### src/core/tx_timing_pkg.sv
// constants for the per-channel transmit timing source and line control block
package tx_timing_pkg;

  // ----------------------------------------------------------------
  // clock and timing
  // ----------------------------------------------------------------
  localparam int unsigned ACLK_MHZ          = 125;
  localparam int unsigned BASE_RATE_KHZ     = 1544;
  // internal timing divider: rounded down so the tick is never slower than base rate
  localparam int unsigned INT_DIV_CYCLES    = (ACLK_MHZ * 1000) / BASE_RATE_KHZ;
  localparam int unsigned FRAME_BITS        = 193;
  localparam int unsigned MULTIFRAME_FRAMES = 24;

  // ----------------------------------------------------------------
  // register indices (byte address is four times the index)
  // ----------------------------------------------------------------
  localparam int unsigned CHANNELS           = 4;
  localparam int unsigned ADDR_W             = 18;
  localparam logic [11:0] IDX_CLOCK_SELECT   = 12'h100;
  localparam logic [11:0] IDX_LINE_IF_CTRL   = 12'h101;
  localparam logic [11:0] IDX_SYNC_MUX       = 12'h109;
  localparam logic [11:0] IDX_BACKPLANE_CFG  = 12'h1F0;
  localparam logic [11:0] IDX_CHAN_STATUS    = 12'h1F1;
  localparam logic [15:0] IDX_LIU_GLOBAL0    = 16'h0FE0;

  // ----------------------------------------------------------------
  // fields and reset values
  // ----------------------------------------------------------------
  localparam logic [7:0]  CLOCK_SELECT_RESET = 8'h01;
  localparam logic [7:0]  CLOCK_SELECT_MASK  = 8'h0F;
  localparam logic [7:0]  LINE_IF_RESET      = 8'h00;
  localparam logic [7:0]  SYNC_MUX_RESET     = 8'h00;
  localparam logic [7:0]  SYNC_MUX_MASK      = 8'h10;
  localparam logic [7:0]  BACKPLANE_RESET    = 8'h00;
  localparam logic [7:0]  LIU_GLOBAL_RESET   = 8'h00;
  localparam logic [7:0]  LIU_GLOBAL_MASK    = 8'h80;
  localparam int unsigned CSS_LSB            = 0;
  localparam int unsigned FORCE_LOSS_PATTERN_BIT      = 7;
  localparam int unsigned RAIL_MODE_BIT      = 6;
  localparam int unsigned LOOPBACK_LSB       = 4;
  localparam int unsigned SYNC_INVERT_BIT    = 4;
  localparam int unsigned HIGH_SPEED_BIT     = 0;
  localparam int unsigned GLOBAL_SR_BIT      = 7;
  localparam int unsigned STAT_OVERRUN_BIT   = 0;

  localparam logic [1:0]  RESP_OKAY          = 2'h0;
  localparam logic [1:0]  RESP_SLVERR        = 2'h2;

  typedef enum logic [1:0] {
    CSS_LOOP_A   = 2'h0,
    CSS_EXTERNAL = 2'h1,
    CSS_INTERNAL = 2'h2,
    CSS_LOOP_B   = 2'h3
  } timing_source_type;

  typedef enum logic [1:0] {
    LB_NORMAL  = 2'h0,
    LB_LOCAL   = 2'h1,
    LB_REMOTE  = 2'h2,
    LB_PAYLOAD = 2'h3
  } loopback_type;

endpackage : tx_timing_pkg

### src/core/pair_buffer.sv
// two-entry valid/ready buffer with registered outputs
`timescale 1ns/10ps
`default_nettype none
module pair_buffer #(
  parameter int unsigned WIDTH = 1
) (
  input  wire logic             aclk,
  input  wire logic             aresetn,
  input  wire logic             in_valid,
  output logic                  in_ready,
  input  wire logic [WIDTH-1:0] in_data,
  output logic                  out_valid,
  input  wire logic             out_ready,
  output logic      [WIDTH-1:0] out_data
);

  logic [WIDTH-1:0] head_q, head_d, tail_q, tail_d;
  logic             head_v_q, head_v_d, tail_v_q, tail_v_d;

  assign out_valid = head_v_q;
  assign out_data  = head_q;
  assign in_ready  = ~tail_v_q;

  always_comb begin
    head_d   = head_q;
    head_v_d = head_v_q;
    tail_d   = tail_q;
    tail_v_d = tail_v_q;
    if (head_v_q && out_ready) begin
      head_v_d = tail_v_q;
      head_d   = tail_q;
      tail_v_d = 1'b0;
    end
    if (in_valid && ~tail_v_q) begin
      if (!head_v_d) begin
        head_d   = in_data;
        head_v_d = 1'b1;
      end else begin
        tail_d   = in_data;
        tail_v_d = 1'b1;
      end
    end
  end

  always_ff @(posedge aclk) begin
    if (!aresetn) begin
      head_q   <= '0;
      tail_q   <= '0;
      head_v_q <= 1'b0;
      tail_v_q <= 1'b0;
    end else begin
      head_q   <= head_d;
      tail_q   <= tail_d;
      head_v_q <= head_v_d;
      tail_v_q <= tail_v_d;
    end
  end

endmodule : pair_buffer
`default_nettype wire

### src/core/tx_timing_source_line_control.sv
// per-channel transmit timing source, pin direction, loopback and line control
//
// The AXI4-Lite register port is this design's own decision.
`timescale 1ns/10ps
`default_nettype none
module tx_timing_source_line_control #(
  parameter int unsigned NCH     = tx_timing_pkg::CHANNELS,
  parameter int unsigned INT_DIV = tx_timing_pkg::INT_DIV_CYCLES
) (
  input  wire logic                            aclk,
  input  wire logic                            aresetn,
  input  wire logic [tx_timing_pkg::ADDR_W-1:0] awaddr,
  input  wire logic                            awvalid,
  output logic                                 awready,
  input  wire logic [31:0]                     wdata,
  input  wire logic [3:0]                      wstrb,
  input  wire logic                            wvalid,
  output logic                                 wready,
  output logic [1:0]                           bresp,
  output logic                                 bvalid,
  input  wire logic                            bready,
  input  wire logic [tx_timing_pkg::ADDR_W-1:0] araddr,
  input  wire logic                            arvalid,
  output logic                                 arready,
  output logic [31:0]                          rdata,
  output logic [1:0]                           rresp,
  output logic                                 rvalid,
  input  wire logic                            rready,
  input  wire logic [NCH-1:0]                  recovered_line_clock,
  input  wire logic [NCH-1:0]                  tx_serial_clock_pin_i,
  output logic      [NCH-1:0]                  tx_serial_clock_pin_o,
  output logic      [NCH-1:0]                  tx_serial_clock_pin_oe,
  output logic      [NCH-1:0]                  tx_frame_sync_pin_o,
  output logic      [NCH-1:0]                  tx_frame_sync_pin_oe,
  output logic      [NCH-1:0]                  tx_multiframe_sync_pin_o,
  output logic      [NCH-1:0]                  tx_multiframe_sync_pin_oe,
  input  wire logic [NCH-1:0]                  tx_backplane_data,
  input  wire logic [NCH-1:0]                  rx_line_data,
  output logic      [NCH-1:0]                  rx_backplane_data,
  output logic      [NCH-1:0]                  line_tx_valid,
  input  wire logic [NCH-1:0]                  line_tx_ready,
  output logic      [NCH-1:0]                  line_tx_data
);
  import tx_timing_pkg::*;

  // ----------------------------------------------------------------
  // input synchronisers: recovered clock, serial clock, tx data, rx data
  // ----------------------------------------------------------------
  localparam int unsigned SW = 4 * NCH;
  logic [SW-1:0] s1_q, s2_q, s3_q, lvl_q, lvl_d, rise;
  logic [NCH-1:0] rec_lvl, rec_rise, ser_rise, txd_lvl, rxd_lvl;

  always_comb begin
    // a change is accepted once the second and third stages agree
    lvl_d = (s2_q ~^ s3_q) & s3_q | ~(s2_q ~^ s3_q) & lvl_q;
    rise  = lvl_d & ~lvl_q;
  end

  always_ff @(posedge aclk) begin
    if (!aresetn) begin
      s1_q  <= '0;
      s2_q  <= '0;
      s3_q  <= '0;
      lvl_q <= '0;
    end else begin
      s1_q  <= {rx_line_data, tx_backplane_data, tx_serial_clock_pin_i, recovered_line_clock};
      s2_q  <= s1_q;
      s3_q  <= s2_q;
      lvl_q <= lvl_d;
    end
  end

  assign rec_lvl  = lvl_q[NCH-1:0];
  assign rec_rise = rise[NCH-1:0];
  assign ser_rise = rise[2*NCH-1:NCH];
  assign txd_lvl  = lvl_q[3*NCH-1:2*NCH];
  assign rxd_lvl  = lvl_q[4*NCH-1:3*NCH];

  // ----------------------------------------------------------------
  // internal timing reference
  // ----------------------------------------------------------------
  logic [15:0] div_q, div_d;
  logic        int_tick, int_lvl;

  always_comb begin
    div_d = (div_q == 16'(INT_DIV - 1)) ? 16'h0000 : div_q + 16'h0001;
  end

  assign int_tick = (div_q == 16'h0000);
  assign int_lvl  = (div_q < 16'(INT_DIV / 2));

  always_ff @(posedge aclk) begin
    if (!aresetn) begin
      div_q <= 16'h0000;
    end else begin
      div_q <= div_d;
    end
  end

  // ----------------------------------------------------------------
  // register file
  // ----------------------------------------------------------------
  logic [7:0] csr_q [NCH], csr_d [NCH];
  logic [7:0] line_interface_control_q [NCH], line_interface_control_d [NCH];
  logic [7:0] smr_q [NCH], smr_d [NCH];
  logic [7:0] bpc_q [NCH], bpc_d [NCH];
  logic [7:0] glob_q, glob_d;
  logic [NCH-1:0] ovr_q, ovr_d, ovr_set, ovr_clr;

  // ----------------------------------------------------------------
  // axi4-lite slave
  // ----------------------------------------------------------------
  logic                aw_held_q, aw_held_d, w_held_q, w_held_d;
  logic [ADDR_W-1:0]   awaddr_q, awaddr_d;
  logic [7:0]          wbyte_q, wbyte_d;
  logic                wlane_q, wlane_d;
  logic                bvalid_d, rvalid_d;
  logic [1:0]          bresp_d, rresp_d;
  logic [31:0]         rdata_d;
  logic                do_write, w_hit, r_hit;
  logic [15:0]         widx, ridx;
  logic [7:0]          rbyte;

  assign do_write = aw_held_q & w_held_q & ~bvalid;
  assign widx     = awaddr_q[ADDR_W-1:2];
  assign ridx     = araddr[ADDR_W-1:2];

  always_comb begin
    aw_held_d = aw_held_q;
    w_held_d  = w_held_q;
    awaddr_d  = awaddr_q;
    wbyte_d   = wbyte_q;
    wlane_d   = wlane_q;
    bvalid_d  = bvalid;
    bresp_d   = bresp;
    w_hit     = 1'b0;
    glob_d    = glob_q;
    ovr_clr   = '0;
    if (awvalid && awready) begin
      aw_held_d = 1'b1;
      awaddr_d  = awaddr;
    end
    if (wvalid && wready) begin
      w_held_d = 1'b1;
      wbyte_d  = wdata[7:0];
      wlane_d  = wstrb[0];
    end
    for (int c = 0; c < NCH; c++) begin
      csr_d[c]  = csr_q[c];
      line_interface_control_d[c] = line_interface_control_q[c];
      smr_d[c]  = smr_q[c];
      bpc_d[c]  = bpc_q[c];
    end
    if (do_write) begin
      if (widx == IDX_LIU_GLOBAL0) begin
        w_hit = 1'b1;
        if (wlane_q) glob_d = wbyte_q & LIU_GLOBAL_MASK;
      end
      for (int c = 0; c < NCH; c++) begin
        if (widx[15:12] == 4'(c)) begin
          w_hit = w_hit | (widx[11:0] == IDX_CLOCK_SELECT) | (widx[11:0] == IDX_LINE_IF_CTRL)
                | (widx[11:0] == IDX_SYNC_MUX) | (widx[11:0] == IDX_BACKPLANE_CFG)
                | (widx[11:0] == IDX_CHAN_STATUS);
          if (wlane_q) begin
            case (widx[11:0])
              IDX_CLOCK_SELECT:  csr_d[c] = wbyte_q & CLOCK_SELECT_MASK;
              IDX_LINE_IF_CTRL: begin
                line_interface_control_d[c] = wbyte_q;
                // single rail only accepted with the global single-rail bit set
                line_interface_control_d[c][RAIL_MODE_BIT] = wbyte_q[RAIL_MODE_BIT] & glob_q[GLOBAL_SR_BIT];
              end
              IDX_SYNC_MUX:      smr_d[c] = wbyte_q & SYNC_MUX_MASK;
              IDX_BACKPLANE_CFG: bpc_d[c] = {7'h00, wbyte_q[HIGH_SPEED_BIT]};
              IDX_CHAN_STATUS:   ovr_clr[c] = wbyte_q[STAT_OVERRUN_BIT];
              default: ;
            endcase
          end
        end
      end
      aw_held_d = 1'b0;
      w_held_d  = 1'b0;
      bvalid_d  = 1'b1;
      bresp_d   = w_hit ? RESP_OKAY : RESP_SLVERR;
    end else if (bvalid && bready) begin
      bvalid_d = 1'b0;
    end
  end

  always_comb begin
    rvalid_d = rvalid;
    rdata_d  = rdata;
    rresp_d  = rresp;
    rbyte    = 8'h00;
    r_hit    = 1'b0;
    if (arvalid && arready) begin
      if (ridx == IDX_LIU_GLOBAL0) begin
        r_hit = 1'b1;
        rbyte = glob_q;
      end
      for (int c = 0; c < NCH; c++) begin
        if (ridx[15:12] == 4'(c)) begin
          r_hit = 1'b1;
          case (ridx[11:0])
            IDX_CLOCK_SELECT:  rbyte = csr_q[c];
            IDX_LINE_IF_CTRL:  rbyte = line_interface_control_q[c];
            IDX_SYNC_MUX:      rbyte = smr_q[c];
            IDX_BACKPLANE_CFG: rbyte = bpc_q[c];
            IDX_CHAN_STATUS:   rbyte = {2'h0, csr_q[c][CSS_LSB +: 2],
                                        1'b0, tx_frame_sync_pin_oe[c],
                                        tx_serial_clock_pin_oe[c], ovr_q[c]};
            default:           r_hit = 1'b0;
          endcase
        end
      end
      rvalid_d = 1'b1;
      rdata_d  = {24'h000000, rbyte};
      rresp_d  = r_hit ? RESP_OKAY : RESP_SLVERR;
    end else if (rvalid && rready) begin
      rvalid_d = 1'b0;
    end
  end

  // the overrun flag: a new overrun wins over a clear in the same cycle
  assign ovr_d = (ovr_q & ~ovr_clr) | ovr_set;

  always_ff @(posedge aclk) begin
    if (!aresetn) begin
      aw_held_q <= 1'b0;
      awready   <= 1'b1;
      wready    <= 1'b1;
      arready   <= 1'b1;
      w_held_q  <= 1'b0;
      awaddr_q  <= '0;
      wbyte_q   <= 8'h00;
      wlane_q   <= 1'b0;
      bvalid    <= 1'b0;
      bresp     <= RESP_OKAY;
      rvalid    <= 1'b0;
      rdata     <= 32'h00000000;
      rresp     <= RESP_OKAY;
      glob_q    <= LIU_GLOBAL_RESET;
      ovr_q     <= '0;
      for (int c = 0; c < NCH; c++) begin
        csr_q[c]  <= CLOCK_SELECT_RESET;
        line_interface_control_q[c] <= LINE_IF_RESET;
        smr_q[c]  <= SYNC_MUX_RESET;
        bpc_q[c]  <= BACKPLANE_RESET;
      end
    end else begin
      aw_held_q <= aw_held_d;
      // ready outputs registered from the next holding and response state
      awready   <= ~aw_held_d & ~bvalid_d;
      wready    <= ~w_held_d & ~bvalid_d;
      arready   <= ~rvalid_d;
      w_held_q  <= w_held_d;
      awaddr_q  <= awaddr_d;
      wbyte_q   <= wbyte_d;
      wlane_q   <= wlane_d;
      bvalid    <= bvalid_d;
      bresp     <= bresp_d;
      rvalid    <= rvalid_d;
      rdata     <= rdata_d;
      rresp     <= rresp_d;
      glob_q    <= glob_d;
      ovr_q     <= ovr_d;
      for (int c = 0; c < NCH; c++) begin
        csr_q[c]  <= csr_d[c];
        line_interface_control_q[c] <= line_interface_control_d[c];
        smr_q[c]  <= smr_d[c];
        bpc_q[c]  <= bpc_d[c];
      end
    end
  end

  // ----------------------------------------------------------------
  // per-channel timing, pins and data path
  // ----------------------------------------------------------------
  for (genvar c = 0; c < NCH; c++) begin : g_chan
    timing_source_type src;
    loopback_type      lb;
    logic              base_rate, tick, clk_lvl, txbit;
    logic [7:0]        bit_q, bit_d;
    logic [4:0]        frm_q, frm_d;
    logic              word_v_q, word_v_d, word_q, word_d, buf_ready, rxb_d;
    logic              ser_oe_d, syn_oe_d, ser_o_d;

    assign src       = timing_source_type'(csr_q[c][CSS_LSB +: 2]);
    assign lb        = loopback_type'(line_interface_control_q[c][LOOPBACK_LSB +: 2]);
    assign base_rate = ~bpc_q[c][HIGH_SPEED_BIT];

    always_comb begin
      case (src)
        CSS_EXTERNAL: begin
          tick    = ser_rise[c];
          clk_lvl = 1'b0;
        end
        CSS_INTERNAL: begin
          tick    = int_tick;
          clk_lvl = int_lvl;
        end
        default: begin
          tick    = rec_rise[c];
          clk_lvl = rec_lvl[c];
        end
      endcase
      // serial clock drives only in base rate and not in external timing
      ser_oe_d = base_rate & (src != CSS_EXTERNAL);
      ser_o_d  = ser_oe_d & clk_lvl;
      syn_oe_d = base_rate & smr_q[c][SYNC_INVERT_BIT];
      case (lb)
        LB_LOCAL:   txbit = 1'b1;
        LB_REMOTE:  txbit = rxd_lvl[c];
        LB_PAYLOAD: txbit = rxd_lvl[c];
        default:    txbit = txd_lvl[c];
      endcase
      if (line_interface_control_q[c][FORCE_LOSS_PATTERN_BIT]) txbit = 1'b0;
      rxb_d = rx_backplane_data[c];
      bit_d = bit_q;
      frm_d = frm_q;
      if (tick) begin
        rxb_d = (lb == LB_LOCAL) ? txd_lvl[c] : rxd_lvl[c];
        bit_d = (bit_q == 8'(FRAME_BITS - 1)) ? 8'h00 : bit_q + 8'h01;
        if (bit_q == 8'(FRAME_BITS - 1)) begin
          frm_d = (frm_q == 5'(MULTIFRAME_FRAMES - 1)) ? 5'h00 : frm_q + 5'h01;
        end
      end
      // the word stays offered until the buffer takes it or the next tick replaces it
      word_v_d = tick | (word_v_q & ~buf_ready);
      word_d   = tick ? txbit : word_q;
      ovr_set[c] = tick & word_v_q & ~buf_ready;
    end

    always_ff @(posedge aclk) begin
      if (!aresetn) begin
        bit_q                        <= 8'h00;
        frm_q                        <= 5'h00;
        word_v_q                     <= 1'b0;
        word_q                       <= 1'b0;
        rx_backplane_data[c]         <= 1'b0;
        tx_serial_clock_pin_oe[c]    <= 1'b0;
        tx_serial_clock_pin_o[c]     <= 1'b0;
        tx_frame_sync_pin_oe[c]      <= 1'b0;
        tx_frame_sync_pin_o[c]       <= 1'b0;
        tx_multiframe_sync_pin_oe[c] <= 1'b0;
        tx_multiframe_sync_pin_o[c]  <= 1'b0;
      end else begin
        bit_q                        <= bit_d;
        frm_q                        <= frm_d;
        word_v_q                     <= word_v_d;
        word_q                       <= word_d;
        rx_backplane_data[c]         <= rxb_d;
        tx_serial_clock_pin_oe[c]    <= ser_oe_d;
        tx_serial_clock_pin_o[c]     <= ser_o_d;
        tx_frame_sync_pin_oe[c]      <= syn_oe_d;
        tx_frame_sync_pin_o[c]       <= syn_oe_d & (bit_q == 8'h00);
        tx_multiframe_sync_pin_oe[c] <= syn_oe_d;
        tx_multiframe_sync_pin_o[c]  <= syn_oe_d & (bit_q == 8'h00) & (frm_q == 5'h00);
      end
    end

    pair_buffer #(
      .WIDTH (1)
    ) u_line_buf (
      .aclk      (aclk),
      .aresetn   (aresetn),
      .in_valid  (word_v_q),
      .in_ready  (buf_ready),
      .in_data   (word_q),
      .out_valid (line_tx_valid[c]),
      .out_ready (line_tx_ready[c]),
      .out_data  (line_tx_data[c])
    );
  end

endmodule : tx_timing_source_line_control
`default_nettype wire

### config.mk
export PLATFORM = sky130hd
export DESIGN_NAME = tx_timing_source_line_control
export DESIGN_NICKNAME = d
export VERILOG_FILES = /design/src/core/tx_timing_pkg.sv /design/src/core/pair_buffer.sv /design/src/core/tx_timing_source_line_control.sv
export SDC_FILE = /design/constraint.sdc
export NUM_CORES = 1
export LEC_CHECK = 0
export BUFFER_PORTS_ARGS = -buffer_cell sky130_fd_sc_hd__buf_2
export CAP_MARGIN = 15
export CORE_MARGIN = 5
export CORE_UTILIZATION = 30
export DETAILED_ROUTE_END_ITERATION = 7
export PLACE_DENSITY_LB_ADDON = 0.12
export SLEW_MARGIN = 20
export SYNTH_ARGS = -nofsm -noshare
export SYNTH_HDL_FRONTEND = slang
export SYNTH_SLANG_ARGS = --single-unit
### constraint.sdc
create_clock -name aclk -period 3.5 [get_ports aclk]
set_input_delay 0.175 -clock aclk [delete_from_list [all_inputs] [get_ports aclk]]
set_output_delay 0.175 -clock aclk [all_outputs]
set_load 0.02 [all_outputs]
==> flow_metrics.env <==
export IMPL_drv_cap=0
export IMPL_routedWlPerCell_um=16.78
export IMPL_tightest_slew_ps=1304
export IMPL_finalPower_mw=7.239
export IMPL_fin_setup_tns_ps=0
export IMPL_synth_edff_count=0
export IMPL_top_level_ports=176
export IMPL_clk_latency_ps=540
export IMPL_drtPass1Iterations=5
export IMPL_drtAntennaViolNets=0
export IMPL_seq_area_frac_synth_pct=44.60
export IMPL_final_max_slew_viol_count=0
export IMPL_drive_above_1_share_pct=13.42
export IMPL_yosys_register_bits=283
export IMPL_clockPowerShare_pct=48.6
export IMPL_fillers=4356
export IMPL_synth_area_top_cells="dfxtp_1, nand2_1, a21boi_0"
export IMPL_via_per_inst=4.879
export IMPL_synth_distinct_cells=73
export IMPL_seq_area_sq_um=5665
export IMPL_cts_sinks=283
export IMPL_relSlewSlack_pct=11.97
export IMPL_dp_hpwl_mm=26.69
export IMPL_critical_path_max_fanout=11
export IMPL_insertedDiodeCount=0
export IMPL_status="finished, final reports clean"
export IMPL_yosysTopAreaCell="dfxtp_1"
export IMPL_antenna_found_initial=0
export IMPL_rows=75
export IMPL_cts_htree_levels=2
export IMPL_synth_area_sq_um=12700
export IMPL_power_density_nw_per_um2=475.6
export IMPL_leakagePower_nw=5.716
export IMPL_startpoint_type="register"
export IMPL_num_vias=10627
export IMPL_drt_wl_total_mm=36.55
export IMPL_skew_ps=17.63
export IMPL_grt_overflow_total=0
export IMPL_hold_path_class="primary input to register"
export IMPL_p_int_mw=5.569
export IMPL_ys_warnings_count=0
export IMPL_core_area_sq_um=41950
export IMPL_start_util_pct=30.28
export IMPL_setup_ws_ps=865.0
export IMPL_setup_violations=0
export IMPL_nets=1741
export IMPL_die_x_um=215.8
export IMPL_grt_max_degree=86
export IMPL_timing_fmax_mhz=379.5
export IMPL_tritoncts_num_buffers=34
export IMPL_syn_inst=1478
export IMPL_max_stage_delay_ps=510
export IMPL_hold_viol_final=0
export IMPL_async_flop_share_pct=0
export IMPL_globalplace_congestion=0.8615
export IMPL_die_area_sq_um=46560
export IMPL_area_growth_pct=19.83
export IMPL_grt_pass1_vias=10255
export IMPL_yosys_area_top_type_share_pct=44.60
export IMPL_power_frac_seq_pct=46.0
export IMPL_portBuffers=118
export IMPL_crit_chain="inv_1 > ha_1 > o21ai_0 > a31oi_4 > or3_4 > or4b_1 > a21boi_1"
export IMPL_drc_errors=0
export IMPL_final_cell_mix="dfxtp_1, nand2_1, a21boi_0, buf_2, nor2_1"
export IMPL_cts_tree="done"
export IMPL_clock_path_buffers=3
export IMPL_rsz0062_at_grt="no"
export IMPL_multiInputGateArea_sq_um=6392
export IMPL_fin_util_pct=36.29
export IMPL_final_common_cell="dfxtp_1"
export IMPL_switching_share_pct=23.06
export IMPL_worstPathArrival_ps=3090
export IMPL_cp_required_ps=3960
export IMPL_ir_worst_vdd_mv=0.2439
export IMPL_worst_path_max_delay_cell="or4b_1"
export IMPL_post_route_min_period_ps=2635
export IMPL_syn_avg_cell_area_sq_um=8.594
export IMPL_crit_type="register to register"
export IMPL_finalCritPeriodShare_pct=75.29
export IMPL_path_clk_slew_ps=60
export IMPL_root_buffer="clkbuf_16"
export IMPL_grt_pass1_wl_mm=57.90
export IMPL_pwr_share_comb_pct=5.3
export IMPL_dpl_worst_slack_ps=898.7
export IMPL_grt_usage_pct=15.42
export IMPL_switchingPower_mw=1.670
export IMPL_yosys_most_used_dff="dfxtp_1"
export IMPL_endpoint_kind="register"
export IMPL_drt_iter0_drc=520
export IMPL_dieHeight_um=215.8
power groups by stage:
stage / Combinational, mW / Clock (mW) / Sequential, mW
global placement: 0.347 / 0 / 3.40
detailed placement: 0.349 / 0 / 3.40
CTS: 0.390 / 3.67 / 3.33
floorplan: 0.248 / 0 / 3.39
finish: 0.386 / 3.52 / 3.33
global route: 0.429 / 3.79 / 3.34
worst paths after layout:
path / from / to / slack, ps / depth (start not counted)
min reg2reg: s1_q[1] / s2_q[1] / 430 / 1
min: araddr[16] / rdata[5] / 60 / 4
max reg2reg: csr_q[1][0] / g_chan[1].frm_q[4] / 860 / 7
max: csr_q[1][0] / g_chan[1].frm_q[4] / 860 / 7
layout make-up:
| class | instances | share of cell area, % |
|---|---|---|
| inverters | 54 | 1.332 |
| well taps | 539 | 4.431 |
| clock inverters | 9 | 0.5014 |
| flip-flops and latches | 283 | 37.22 |
| multi-input cells | 1065 | 42.00 |
| repair buffers | 178 | 7.670 |
| clock buffers | 50 | 6.848 |
Yosys cell counts (7+ instances only):
cell	instances
dfxtp_1	283
nand2_1	246
a21boi_0	120
nor2_1	92
o21ai_0	85
and2_1	68
clkbuf_1	56
inv_1	54
nand3_1	53
buf_4	39
a21oi_1	31
ha_1	26
nor2b_1	22
xnor2_1	21
and3_1	18
nand3b_1	18
mux2i_1	17
nand4_1	15
nor3_1	15
nor4_1	12
xor2_1	11
o211ai_1	10
a221oi_1	9
mux2_2	9
nand2b_1	9
a31o_2	7
nor3b_1	7
o311ai_0	7
or4_1	7
logic make-up (layout without fill, tap and decap cells):
kind of cell,after synthesis,in the layout,share of synthesized area (%)
mux,27,27,2.315
buf+inv,155,291,5.812
compound gates,328,328,17.73
flops,283,283,44.60
fa+ha+maj,26,26,2.561
simple gates,626,626,24.74
xor+xnor,32,32,2.206
other cells,1,26,0.02952
sequential cells by signal (all words and copies together), names as in the netlist, 8 cells and up, named ones only:
register and count:
s3_q 16, g_chan.frm_q 20, s1_q 16, div_q 16
lvl_q 8, g_chan.bit_q 32, wbyte_q 8, awaddr_q 16
s2_q 16, line_interface_control_q 32, rdata 8, csr_q 16
worst max-delay path: cells and delay by family, from the launching register on:
family          cells  cell delay [ps]
buf+inv             1              110
simple gates        2              970
flops               1              420
compound gates      3              710
fa+ha+maj           1              340
stage by stage:
step | hold WS, ps | std cells | instance area [sq um]
floorplan | 302.3 | 1503 | 12800
global placement | 384.1 | 2071 | 13620
detailed placement | 385.5 | 2071 | 13620
CTS | 26.90 | 2178 | 15220
global route | 79.17 | 2178 | 15220
finish | 61.24 | 2178 | 15220
routing by layer:
metal / track usage, % / vias to the layer above / share of wire (%)
met5: 0 / - / 0
li1: - / 5341 / -
met1: 20.83 / 4981 / 47
met4: 4.843 / 0 / 2.6
met2: 24.54 / 243 / 45
met3: 3.573 / 62 / 5.5
what timing repair did:
action,in CTS,in global routing
endpoints found under the setup margin,0,0
hold buffers,48,0
setup buffers,0,0
gates resized for setup,0,0
endpoints found under the hold margin,52,0
No activity file was read; power rests on OpenSTA's default activity.
